**src/dmasf_defines.svh**
```systemverilog
/*
  constants of the dma status-flag block: register byte offsets,
  field positions, reset values and the bus wait figure.
  assumes it is included by bare name after the package.
*/
`ifndef DMASF_DEFINES_SVH
`define DMASF_DEFINES_SVH

// byte offsets on the register bus
`define DMASF_OFF_RAW_DONE    6'h00
`define DMASF_OFF_RAW_FAULT   6'h04
`define DMASF_OFF_ACTIVE      6'h08
`define DMASF_OFF_MASK_FAULT  6'h0c
`define DMASF_OFF_IRQ_STATUS  6'h10
`define DMASF_OFF_IRQ_MASK    6'h14
`define DMASF_OFF_DONE_CLEAR  6'h18
`define DMASF_OFF_FAULT_CLEAR 6'h1c
`define DMASF_OFF_CHAN_ENABLE 6'h20
`define DMASF_OFF_FAULT_EN    6'h24

// field positions
`define DMASF_CH_LSB          0
`define DMASF_CH_MSB          1
`define DMASF_IRQ_DONE_LSB    0
`define DMASF_IRQ_FAULT_LSB   2

// reset values
`define DMASF_RST_FLAGS       2'h0
`define DMASF_RST_IRQ         4'h0
`define DMASF_RST_WORD        32'h0000_0000

// cycles from request to waitrequest low
`define DMASF_WAIT_CYCLES     1

`endif

```
**src/dmasf_pkg.sv**
```systemverilog
/*
  types of the dma status-flag block.
  assumes nothing of its surroundings.
*/
package dmasf_pkg;
  typedef enum logic [0:0] {
    DMASF_IDLE = 1'b0,
    DMASF_ACK  = 1'b1
  } dmasf_bus_state_t;

  typedef logic [1:0]  dmasf_chan_vec_t;
  typedef logic [3:0]  dmasf_irq_vec_t;
  typedef logic [31:0] dmasf_word_t;
endpackage : dmasf_pkg

```
**src/dmasf_top.sv**
```systemverilog
/*
  status flags of a two-channel dma controller behind an avalon-mm slave
  with waitrequest: raw done, raw fault, active channels, masked fault,
  and a sticky interrupt status with mask and one level interrupt.
  assumes all inputs are synchronous to clock_in and that the transfer
  engine pulses count_zero_in when a channel's remaining count hits zero.
*/
// The implementer's own choices: register access over Avalon-MM and the placing of the registers.
// Summary of operation
// raw done flag per channel, bits 0-1
// raw fault flag per channel, bits 0-1
// active flag per channel, bits 0-1
// active flag clears when count reaches zero
// raw done flags reset to zero
// writing one to done clear clears flag
// masked fault shows fault after enable masking
// upper bits read zero, no read side effects
`include "dmasf_defines.svh"

module dmasf_top (
  input  wire logic        clock_in,
  input  wire logic        reset_n_in,
  input  wire logic        clk_en_in,
  input  wire logic [5:0]  address_in,
  input  wire logic        read_in,
  input  wire logic        write_in,
  input  wire logic [31:0] writedata_in,
  input  wire logic [3:0]  byteenable_in,
  output logic      [31:0] readdata_out,
  output logic             waitrequest_out,
  input  wire logic [1:0]  done_event_in,
  input  wire logic [1:0]  fault_event_in,
  input  wire logic [1:0]  count_zero_in,
  output logic      [1:0]  chan_active_out,
  output logic             irq_out
);
  dmasf_pkg::dmasf_bus_state_t state;
  dmasf_pkg::dmasf_bus_state_t next_state;
  dmasf_pkg::dmasf_chan_vec_t  raw_done_flag;
  dmasf_pkg::dmasf_chan_vec_t  raw_fault_flag;
  dmasf_pkg::dmasf_chan_vec_t  chan_active_flag;
  dmasf_pkg::dmasf_chan_vec_t  masked_fault_flag;
  dmasf_pkg::dmasf_chan_vec_t  fault_enable;
  dmasf_pkg::dmasf_irq_vec_t   irq_status;
  dmasf_pkg::dmasf_irq_vec_t   irq_mask;
  dmasf_pkg::dmasf_irq_vec_t   irq_events;
  dmasf_pkg::dmasf_irq_vec_t   next_irq_status;
  dmasf_pkg::dmasf_word_t      read_mux;
  logic                        request;
  logic                        accept;
  logic                        wr_take;
  logic                        lane0;
  dmasf_pkg::dmasf_chan_vec_t  done_clear_stb;
  dmasf_pkg::dmasf_chan_vec_t  fault_clear_stb;
  logic                        enable_write;
  logic                        hit_raw_done;
  logic                        hit_raw_fault;
  logic                        hit_active;
  logic                        hit_mask_fault;
  logic                        hit_irq_status;
  logic                        hit_irq_mask;
  logic                        hit_done_clear;
  logic                        hit_fault_clear;
  logic                        hit_chan_enable;
  logic                        hit_fault_en;

  // word decode; the two low address bits are ignored
  function automatic logic dmasf_hit(input logic [5:0] addr, input logic [5:0] off);
    dmasf_hit = (addr[5:2] == off[5:2]);
  endfunction : dmasf_hit

  // widen a two-bit channel field to a bus word, upper bits zero
  function automatic dmasf_pkg::dmasf_word_t dmasf_word2(input logic [1:0] v);
    dmasf_word2 = {30'h0, v};
  endfunction : dmasf_word2

  // address decode
  assign hit_raw_done    = dmasf_hit(address_in, `DMASF_OFF_RAW_DONE);
  assign hit_raw_fault   = dmasf_hit(address_in, `DMASF_OFF_RAW_FAULT);
  assign hit_active      = dmasf_hit(address_in, `DMASF_OFF_ACTIVE);
  assign hit_mask_fault  = dmasf_hit(address_in, `DMASF_OFF_MASK_FAULT);
  assign hit_irq_status  = dmasf_hit(address_in, `DMASF_OFF_IRQ_STATUS);
  assign hit_irq_mask    = dmasf_hit(address_in, `DMASF_OFF_IRQ_MASK);
  assign hit_done_clear  = dmasf_hit(address_in, `DMASF_OFF_DONE_CLEAR);
  assign hit_fault_clear = dmasf_hit(address_in, `DMASF_OFF_FAULT_CLEAR);
  assign hit_chan_enable = dmasf_hit(address_in, `DMASF_OFF_CHAN_ENABLE);
  assign hit_fault_en    = dmasf_hit(address_in, `DMASF_OFF_FAULT_EN);

  // one wait state per access; the answer edge is the only write edge
  assign request         = read_in | write_in;
  assign accept          = (state == dmasf_pkg::DMASF_ACK) & clk_en_in;
  assign waitrequest_out = request & ~accept;
  assign wr_take         = write_in & accept;
  assign lane0           = byteenable_in[0];

  // write strobes; all live fields sit in byte lane 0
  assign done_clear_stb  = (wr_take & lane0 & hit_done_clear) ?
                           writedata_in[`DMASF_CH_MSB:`DMASF_CH_LSB] : 2'h0;
  assign fault_clear_stb = (wr_take & lane0 & hit_fault_clear) ?
                           writedata_in[`DMASF_CH_MSB:`DMASF_CH_LSB] : 2'h0;
  assign enable_write    = wr_take & lane0 & hit_chan_enable;

  // per-channel flag logic
  genvar ch;
  generate
    for (ch = 0; ch < 2; ch++) begin : g_chan
      dmasf_chan u_chan (
        .clock_in        (clock_in),
        .reset_n_in      (reset_n_in),
        .clk_en_in       (clk_en_in),
        .done_event_in   (done_event_in[ch]),
        .fault_event_in  (fault_event_in[ch]),
        .count_zero_in   (count_zero_in[ch]),
        .done_clear_in   (done_clear_stb[ch]),
        .fault_clear_in  (fault_clear_stb[ch]),
        .enable_write_in (enable_write),
        .enable_value_in (writedata_in[ch]),
        .raw_done_out    (raw_done_flag[ch]),
        .raw_fault_out   (raw_fault_flag[ch]),
        .active_out      (chan_active_flag[ch])
      );
    end
  endgenerate

  // the fault is gated by its enable only on the masked view
  assign masked_fault_flag = raw_fault_flag & fault_enable;
  assign chan_active_out   = chan_active_flag;

  // sticky interrupt status: an event beats a write-one-to-clear
  assign irq_events      = {fault_event_in, done_event_in};
  assign next_irq_status = irq_events |
                           (irq_status & ~((wr_take & lane0 & hit_irq_status) ?
                                           writedata_in[3:0] : 4'h0));
  assign irq_out         = |(irq_status & irq_mask);

  // read selection; unmapped words read zero and reads change nothing
  assign read_mux =
    hit_raw_done   ? dmasf_word2(raw_done_flag)     :
    hit_raw_fault  ? dmasf_word2(raw_fault_flag)    :
    hit_active     ? dmasf_word2(chan_active_flag)  :
    hit_mask_fault ? dmasf_word2(masked_fault_flag) :
    hit_irq_status ? {28'h000_0000, irq_status}     :
    hit_irq_mask   ? {28'h000_0000, irq_mask}       :
    hit_fault_en   ? dmasf_word2(fault_enable)      :
                     `DMASF_RST_WORD;

  // bus state walks idle -> ack -> idle; a stalled ack is held by the enable
  always_comb begin
    next_state = dmasf_pkg::DMASF_IDLE;
    unique case (state)
      dmasf_pkg::DMASF_IDLE: next_state = request ? dmasf_pkg::DMASF_ACK : dmasf_pkg::DMASF_IDLE;
      dmasf_pkg::DMASF_ACK:  next_state = dmasf_pkg::DMASF_IDLE;
    endcase
  end

  // bus state and read data; data is caught in the wait cycle
  always_ff @(posedge clock_in or negedge reset_n_in) begin
    if (!reset_n_in) begin
      state        <= dmasf_pkg::DMASF_IDLE;
      readdata_out <= `DMASF_RST_WORD;
    end else if (clk_en_in) begin
      state <= next_state;
      if (read_in && state == dmasf_pkg::DMASF_IDLE) begin
        readdata_out <= read_mux;
      end
    end
  end

  // software-written control and the sticky status
  always_ff @(posedge clock_in or negedge reset_n_in) begin
    if (!reset_n_in) begin
      irq_status   <= `DMASF_RST_IRQ;
      irq_mask     <= `DMASF_RST_IRQ;
      fault_enable <= `DMASF_RST_FLAGS;
    end else if (clk_en_in) begin
      irq_status <= next_irq_status;
      if (wr_take && lane0 && hit_irq_mask) begin
        irq_mask <= writedata_in[3:0];
      end
      if (wr_take && lane0 && hit_fault_en) begin
        fault_enable <= writedata_in[`DMASF_CH_MSB:`DMASF_CH_LSB];
      end
    end
  end
endmodule : dmasf_top

```
**src/dmasf_chan.sv**
```systemverilog
/*
  one channel's flags: raw done, raw fault and the active state.
  assumes events and the count-zero pulse are synchronous to clock_in
  and that clears arrive as one-cycle strobes from the register bus.
*/
module dmasf_chan (
  input  wire logic clock_in,
  input  wire logic reset_n_in,
  input  wire logic clk_en_in,
  input  wire logic done_event_in,
  input  wire logic fault_event_in,
  input  wire logic count_zero_in,
  input  wire logic done_clear_in,
  input  wire logic fault_clear_in,
  input  wire logic enable_write_in,
  input  wire logic enable_value_in,
  output logic      raw_done_out,
  output logic      raw_fault_out,
  output logic      active_out
);
  logic next_raw_done;
  logic next_raw_fault;
  logic next_active;

  // a new event beats a clear in the same cycle, so no completion is lost
  assign next_raw_done  = done_event_in | (raw_done_out & ~done_clear_in);
  assign next_raw_fault = fault_event_in | (raw_fault_out & ~fault_clear_in);
  // completion beats a fresh enable: a held count of zero cannot restart
  assign next_active    = count_zero_in ? 1'b0 :
                          (enable_write_in ? enable_value_in : active_out);

  // flags start cleared
  always_ff @(posedge clock_in or negedge reset_n_in) begin
    if (!reset_n_in) begin
      raw_done_out  <= 1'b0;
      raw_fault_out <= 1'b0;
      active_out    <= 1'b0;
    end else if (clk_en_in) begin
      raw_done_out  <= next_raw_done;
      raw_fault_out <= next_raw_fault;
      active_out    <= next_active;
    end
  end
endmodule : dmasf_chan

```
**config.mk**
```make
export PLATFORM = sky130hd
export DESIGN_NAME = dmasf_top
export DESIGN_NICKNAME = d
export VERILOG_FILES = /design/src/dmasf_pkg.sv /design/src/dmasf_top.sv /design/src/dmasf_chan.sv
export VERILOG_INCLUDE_DIRS = /design/src
export SDC_FILE = /design/constraint.sdc
export NUM_CORES = 1
export LEC_CHECK = 0
export ABC_AREA = 1
export CELL_PAD_IN_SITES_DETAIL_PLACEMENT = 0
export CELL_PAD_IN_SITES_GLOBAL_PLACEMENT = 2
export CORE_MARGIN = 4
export CORE_UTILIZATION = 33
export CTS_CLUSTER_DIAMETER = 200
export DETAILED_ROUTE_END_ITERATION = 16
export DONT_BUFFER_PORTS = 1
export PLACE_DENSITY = 0.82
export SKIP_LAST_GASP = 1
export SYNTH_ARGS = -nofsm -noshare
export SYNTH_HDL_FRONTEND = slang
export SYNTH_SLANG_ARGS = --single-unit
```
**constraint.sdc**
```tcl
create_clock -name clock_in -period 2.1 [get_ports clock_in]
set_clock_uncertainty 0.05 [all_clocks]
set_input_delay 0.42 -clock clock_in [delete_from_list [all_inputs] [get_ports clock_in]]
set_output_delay 0.42 -clock clock_in [all_outputs]
set_load 0.03 [all_outputs]
```
==> flow_summary.yaml, run 1 <==
placement:
  place_ws_ns: 0.620
  port_buffers: 0
  dp_hpwl_um: 2310
  post-place-cells: 224
  place_congestion: 0.720
  placed_area_mm2: 0.00129
yosys:
  synth_edf_count: 0
  yosys.area_share.simple_pct: 23.1
  yosys-mux-area-fraction_pct: 0
  yosysTopAreaCellShare_pct: 39.0
  yosys_warnings: 0
  netlist_instances: 178
  synthArstFlopShare_pct: 100
  synth_top_area_cell: "dfrtp_1"
  synth_cell_types: 19
  synth_ff_type: "dfrtp_1"
  synth-seq-area-share_pct: 39.0
  synth_area_mm2: 0.00135
  synth_area_leaders: "dfrtp_1 39%, buf_4 17%, o21ai_0 10%"
  synth_top_family_by_area: "buffers and inverters"
  synth_seq_cells: 21
  synth_commonest_cells: "30 x buf_4, 30 x nand2_1, 28 x o21ai_0, 22 x inv_1, 21 x dfrtp_1"
  synth-xor-area-share_pct: 0
  synth_compound_area_share_pct: 14.4
  synth-adder-area-share_pct: 0
  syn_avg_cell_area_um2: 7.56
worst_setup_path:
  required_ns: 1.63
  crit_path_end_kind: "output pin"
  r2r_cells: 5
  worstSetupStartpointType: "flop"
  path_class: "flop to output pin"
  arrival_ns: 1.23
  critPathMaxFanout: 2
floorplan:
  coreArea_mm2: 0.00380
  ios: 89
  die_width_um: 71.9
  dieArea_mm2: 0.00517
  rows: 22
  start_util_pct: 35.4
  die_h_um: 71.9
sta:
  fmax_ghz: 0.588
  whs_ns: 0.176
  layout_min_cycle_time_ns: 1.70
  maxSlewHeadroom_pct: 34.4
  rsz0062_at_grt: "false"
  tightest_slew_ns: 0.980
  fin_ws_ns: 0.399
  setup_tns_ns: 0
  slew_violations: 0
  hold_viol_final: 0
  setup_viol: 0
  fin_crit_sh_pct: 81.0
drt:
  drtPass1Iterations: 4
  num_vias: 1047
  drc: 0
  vias_per_cell: 4.57
  drt_iter0_markers: 77
  wl_per_cell_um: 12.6
  final_antenna_net_count: 0
  wl_um: 2880
global_routing:
  antenna_found_initial: 0
  track_usage_pct: 11.6
  globalRouteOverflowTotal: 0
  grt_pass1_wl_um: 4680
  grt_max_degree: 22
  grt_pass1_vias: 958
cts:
  cts_tree: "yes"
  cts.sinks: 21
  cts_buffer_depth: 2
  clock_latency_ns: 0.26
  htreeDepth: 1
  cts_setup_buffers: 0
  cts_buffers: 3
  clockRootBuffer: "clkbuf_8"
  path_clk_slew_ns: 0.08
power_and_ir_drop:
  ir_worst_vdd_mv: 0.248
  total_power_uw: 938
  leakagePower_nw: 0.682
  powerDensity_mw_per_mm2: 697
final_layout:
  fin_util_pct: 35.4
  regArea_um2: 526
  diodes: 0
  multi_input_area_um2: 611
  fill_cells: 412
  syn_to_final_growth_pct: -0.0000743
  drive_gt1_share_pct: 8.29
  fin_area_mm2: 0.00135
  nNetsFinal: 235
  fin_cells: 229
outcome:
  status: "finished, final reports clean"
job:
  cap_viol_max_count: 0
min_path:
  hold_class: "primary input to flop"
  hold_depth: 1
==> report_power, final <==
group          switching, mW  total, mW  internal [mW]
clock                  0.139      0.271          0.132
sequential            0.0442      0.477          0.432
combinational          0.151      0.191         0.0399
total                  0.334      0.938          0.605
==> worst max-delay path, cell delays in order (launching register included) <==
cell and delay [ns]:
dfrtp_1 0.39, nand2_2 0.10, inv_1 0.05, nor2_1 0.42
==> cell usage in the layout, fill, tap and decap left out, drive strengths merged <==
cell,instances
nand2,32
o21ai,30
conb,28
inv,23
dfrtp,21
nand3,15
nor2,15
a21oi,4
nand4,4
clkbuf,3
o2111ai,1
nor3,1
a21o,1
clkinv,1
dlygate4sd3,1
buf,1
==> registers in the layout (all words and copies together), names as in the netlist <==
register	count
irq_status	4
readdata_out	4
g_chan.u_chan.raw_fault_out	2
g_chan.u_chan.raw_done_out	2
irq_mask	4
fault_enable	2
g_chan.u_chan.active_out	2
state	1
==> layer usage <==
| layer | GRT usage, % | part of all wire [%] | wire length [µm] | vias up |
|---|---|---|---|---|
| met2 | 19.5 | 50 | 1440 | 36 |
| met1 | 14.2 | 43 | 1240 | 484 |
| met3 | 2.81 | 5.4 | 155 | 4 |
| li1 | - | - | - | 523 |
| met5 | 0 | 0 | 0 | - |
| met4 | 4.38 | 1.8 | 51 | 0 |
==> path summary, 6_finish.rpt <==
path | from | end | slack (ns)
worst max register to register | state | irq_status[1] | 0.83
worst min register to register | irq_mask[0] | irq_mask[0] | 0.48
min in group asynchronous | reset_n_in | readdata_out[0] | 0.71
max in group asynchronous | reset_n_in | state | 0.70
worst max-delay path | state | waitrequest_out | 0.40
worst min-delay path | count_zero_in[1] | g_chan[1].u_chan.active_out | 0.18
==> logic make-up after synthesis <==
logic type	count (synthesis)
other	1
AND/OR/NAND/NOR	67
flip-flops	21
AO/OA/AOI/OAI	36
buffers and inverters	53
==> area by class of cell <==
type	instances	share of cell area [%]
multi-input cells	131	45.4
clock inverters	1	0.372
clock buffers	3	3.07
well taps	48	4.46
flip-flops and latches	21	39.0
repair buffers	2	1.30
inverters	23	6.41
==> timing repair <==
action,CTS,global route
setup endpoints to repair,0,0
endpoints found under the hold margin,21,0
gates resized for setup,0,0
hold buffers,1,0
Power figures use the tool's default switching activity.
==> run 2, diff against run 1 <==
CORE_UTILIZATION = 31   (was 33)
PLACE_DENSITY = 0.78   (was 0.82)
clock period = 1.7 ns   (was 2.1 ns; I/O delays follow)
==> run 2 against run 1 <==
Worst hold slack worse by 0.081 ns. First-iteration DRC count decreased by 34%. Sequential share of layout area shrank 0.25 points. Flip-flop and latch count is the same. Register-to-register slack lost 0.39 ns. Critical endpoint is now irq_out.
==> flow_summary.yaml, run 2 (synthesis results as in run 1) <==
cts:
  htreeDepth: 1
  cts.sinks: 21
  clock_latency_ns: 0.26
  ctsResizeCount: 0
  clockRootBuffer: "clkbuf_8"
  path_clk_slew_ns: 0.08
  hold_buffers: 1
  cts_buffers: 3
  cts_buffer_depth: 2
  cts_tree: "yes"
  cts_setup_buffers: 0
min_path:
  hold_class: "primary input to flop"
  hp-start: "count_zero_in[0]"
drt:
  drt_iter0_markers: 51
  final_antenna_net_count: 0
  vias_per_cell: 4.59
  wl_per_cell_um: 12.8
  num_vias: 1066
  wl_um: 2970
  drc: 0
  drtPass1Iterations: 4
worst_setup_path:
  arrival_ns: 1.05
  critPathLaunch: "irq_mask[2]"
  crit_path_end_kind: "output pin"
  path_class: "flop to output pin"
  worstSetupStartpointType: "flop"
  required_ns: 1.31
  r2r-start: "state"
  critPathMaxFanout: 3
floorplan:
  coreArea_mm2: 0.00409
  start_util_pct: 32.9
  ios: 89
  dieArea_mm2: 0.00546
  die_width_um: 73.9
  die_h_um: 73.9
  rows: 23
final_layout:
  regArea_um2: 526
  fin_cells: 232
  final_cell_mix: "30 x nand2_1, 28 x o21ai_0, 28 x conb_1, 22 x inv_1, 21 x dfrtp_1"
  diodes: 0
  final_common_cell: "nand2_1"
  multi_input_area_um2: 611
  syn_to_final_growth_pct: 0.651
  nNetsFinal: 236
  fill_cells: 458
  largest_registers: "irq_mask: 4 flops, irq_status: 4 flops, readdata_out: 4 flops"
  fin_util_pct: 33.2
  drive_gt1_share_pct: 8.24
  fin_area_mm2: 0.00136
placement:
  port_buffers: 0
  dp_hpwl_um: 2390
  place_congestion: 0.738
  post-place-cells: 227
  placed_area_mm2: 0.00130
sta:
  setup_viol: 0
  rsz0062_at_grt: "false"
  fin_crit_sh_pct: 84.9
  layout_min_cycle_time_ns: 1.44
  hold_viol_final: 0
  slew_violations: 0
  fmax_ghz: 0.693
  tightest_slew_ns: 0.967
  setup_tns_ns: 0
  maxSlewHeadroom_pct: 35.3
power_and_ir_drop:
  leakagePower_nw: 0.684
  powerDensity_mw_per_mm2: 856
  ir_worst_vdd_mv: 0.253
global_routing:
  grt_max_degree: 22
  globalRouteOverflowTotal: 0
  grt_pass1_vias: 962
  grt_pass1_wl_um: 4610
  track_usage_pct: 11.1
  antenna_found_initial: 0
job:
  cap_viol_max_count: 0
outcome:
  status: "finished, final reports clean"
## run 2: cell count changes in the layout (fill, tap and decap cells not counted)
| cell | delta |
|---|---|
| buf_4 | +1 |
| clkbuf_1 | +1 |
| clkinv_2 | -1 |
## run 2: critical path, stage by stage (launching register included)
cell,delay [ns]
dfrtp_1,0.38
inv_1,0.05
o2111ai_1,0.17
buf_4,0.19
## run 2: path summary, 6_finish.rpt
check,endpoint,slack [ns],cells after the start
setup / recovery,irq_out,0.26,3
hold / removal,g_chan[0].u_chan.active_out,0.1,1
setup reg to reg,g_chan[0].u_chan.raw_done_out,0.44,5
hold reg to reg,irq_mask[1],0.48,2
max in group asynchronous,irq_mask[3],0.39,1
min in group asynchronous,readdata_out[0],0.63,1
## run 2: power breakdown
part	total [mW]	internal, mW	switching [mW]	leakage [nW]
Sequential	0.588	0.534	0.0541	0.246
Clock	0.331	0.167	0.164	0.0228
Combinational	0.241	0.0532	0.188	0.416
Total	1.16	0.754	0.406	0.684
## run 2: metal layers
layer	GRT usage, %	wire length (µm)	vias to the layer above
met3	3.28	244	4
met2	19.9	1470	49
met4	4.23	48	0
li1	-	-	523
met1	12.3	1200	490
met5	0	0	-
## run 2: stage by stage
step | setup WS (ns) | power, mW | hold slack, ns
6_report | 0.257 | 1.16 | 0.0955
5_1_grt | 0.136 | 1.23 | 0.0863
3_5_place_dp | 0.296 | 0.828 | -0.00497
2_1_floorplan | 0.391 | 0.833 | -0.00559
4_1_cts | 0.249 | 1.17 | 0.0901
3_3_place_gp | 0.311 | 0.825 | -0.00500
## run 2: layout make-up
cell class              instances  area share [%]
multi-input cells             131            45.1
clock buffers                   4            3.32
flip-flops and latches         21            38.8
well taps                      50            4.62
inverters                      23            6.37
repair buffers                  3            1.85
==> run 3, diff against run 2 <==
clock period = 1.5 ns   (was 1.7 ns; I/O delays follow)
==> run 3 against run 2 <==
Flip-flop and latch count did not move. Worst hold slack lost 0.046 ns. Clock-buffer cell count down 1. Power is 14% higher. Sequential power grew 13%. Global-route usage increased by 0.20 points. Final cell count increased by 0.43%. Clock power rose by 16%. Combinational power increased by 15%. Critical endpoint is now waitrequest_out.
==> flow_summary.yaml, run 3 (synthesis results as in run 1) <==
sta:
  setup_tns_ns: 0
  slew_violations: 0
  rsz0062_at_grt: "false"
  maxSlewHeadroom_pct: 35.7
  layout_min_cycle_time_ns: 1.41
  tightest_slew_ns: 0.961
  hold_viol_final: 0
  whs_ns: 0.0497
  setup_viol: 0
  fmax_ghz: 0.707
  fin_crit_sh_pct: 94.2
  fin_ws_ns: 0.0865
worst_setup_path:
  crit_chain: "nand2_2 > inv_1 > nor2_1 > buf_4"
  slowest_stage: "dfrtp_1"
  arrival_ns: 1.06
  required_ns: 1.15
  critPathMaxFanout: 2
  reg2reg_slack_ns: 0.20
  crit_path_end_kind: "output pin"
  slowest_delay_ns: 0.40
  path_class: "flop to output pin"
  worstSetupStartpointType: "flop"
final_layout:
  largest_registers: "irq_mask: 4 flops, irq_status: 4 flops, readdata_out: 4 flops"
  syn_to_final_growth_pct: 1.30
  drive_gt1_share_pct: 9.29
  multi_input_area_um2: 611
  final_cell_mix: "30 x nand2_1, 28 x o21ai_0, 28 x conb_1, 22 x inv_1, 21 x dfrtp_1"
  diodes: 0
  nNetsFinal: 237
  fin_util_pct: 33.4
  final_common_cell: "nand2_1"
  fill_cells: 457
  regArea_um2: 526
floorplan:
  ios: 89
  die_width_um: 73.9
  rows: 23
  dieArea_mm2: 0.00546
  start_util_pct: 32.9
  die_h_um: 73.9
  coreArea_mm2: 0.00409
drt:
  num_vias: 1048
  wl_per_cell_um: 12.6
  final_antenna_net_count: 0
  drc: 0
  drt_iter0_markers: 40
  drtPass1Iterations: 4
  vias_per_cell: 4.50
  wl_um: 2930
min_path:
  hold_class: "primary input to flop"
global_routing:
  grt_pass1_vias: 1006
  antenna_found_initial: 0
  grt_max_degree: 22
  track_usage_pct: 11.3
  globalRouteOverflowTotal: 0
  grt_pass1_wl_um: 4660
cts:
  cts.sinks: 21
  ctsResizeCount: 0
  cts_buffer_depth: 2
  clock_latency_ns: 0.26
  cts_tree: "yes"
  path_clk_slew_ns: 0.08
  cts_buffers: 3
  clockRootBuffer: "clkbuf_8"
  htreeDepth: 1
placement:
  dp_hpwl_um: 2380
  place_congestion: 0.740
  port_buffers: 0
  place_ws_ns: 0.205
power_and_ir_drop:
  powerDensity_mw_per_mm2: 973
  leakagePower_nw: 0.692
  ir_worst_vdd_mv: 0.313
outcome:
  status: "finished, final reports clean"
job:
  cap_viol_max_count: 0
run 3: layer usage:
layer | GRT usage, % | vias to the layer above | part of all wire [%]
met3 | 2.19 | 4 | 6.7
met1 | 12.4 | 480 | 41
met2 | 21.0 | 38 | 50
met5 | 0 | - | 0
li1 | - | 526 | -
met4 | 4.83 | 0 | 1.9
run 3: path summary, 6_finish.rpt:
check                            startpoint                            end  cells past startpoint
max in group asynchronous        reset_n_in                  irq_status[2]                      1
min in group asynchronous        reset_n_in                readdata_out[0]                      1
max reg2reg                           state  g_chan[1].u_chan.raw_done_out                      5
min                        count_zero_in[0]    g_chan[0].u_chan.active_out                      1
min reg2reg                     irq_mask[2]                    irq_mask[2]                      2
max                                   state                waitrequest_out                      4
run 3: through the flow:
stage / instances / total power, mW / area, µm²
final: 233 / 1.33 / 1360
after floorplan: 205 / 0.944 / 1450
after global routing: 233 / 1.40 / 1360
after CTS: 233 / 1.34 / 1360
after global placement: 228 / 0.937 / 1310
after detailed placement: 228 / 0.940 / 1310
run 3: what timing repair did:
action | in CTS | in global routing
buffers inserted | 0 | 0
hold endpoints to repair | 21 | 0
hold buffers | 1 | 0
run 3: area by class of cell:
cell class / instances / area share, %
well taps: 50 / 4.59
clock buffers: 3 / 3.03
repair buffers: 4 / 2.39
multi-input cells: 131 / 44.8
inverters: 23 / 6.33
clock inverters: 1 / 0.367
flip-flops and latches: 21 / 38.5
run 3: power by group:
group          internal, mW  leakage [nW]  switching, mW
clock                 0.186        0.0255          0.200
sequential            0.605         0.246         0.0604
combinational        0.0620         0.421          0.214
run 3: worst max-delay path, delay by kind of cell (launching register included):
kind	cells	cell delay, ns
flops	1	0.40
buf+inv	2	0.22
simple gates	2	0.18
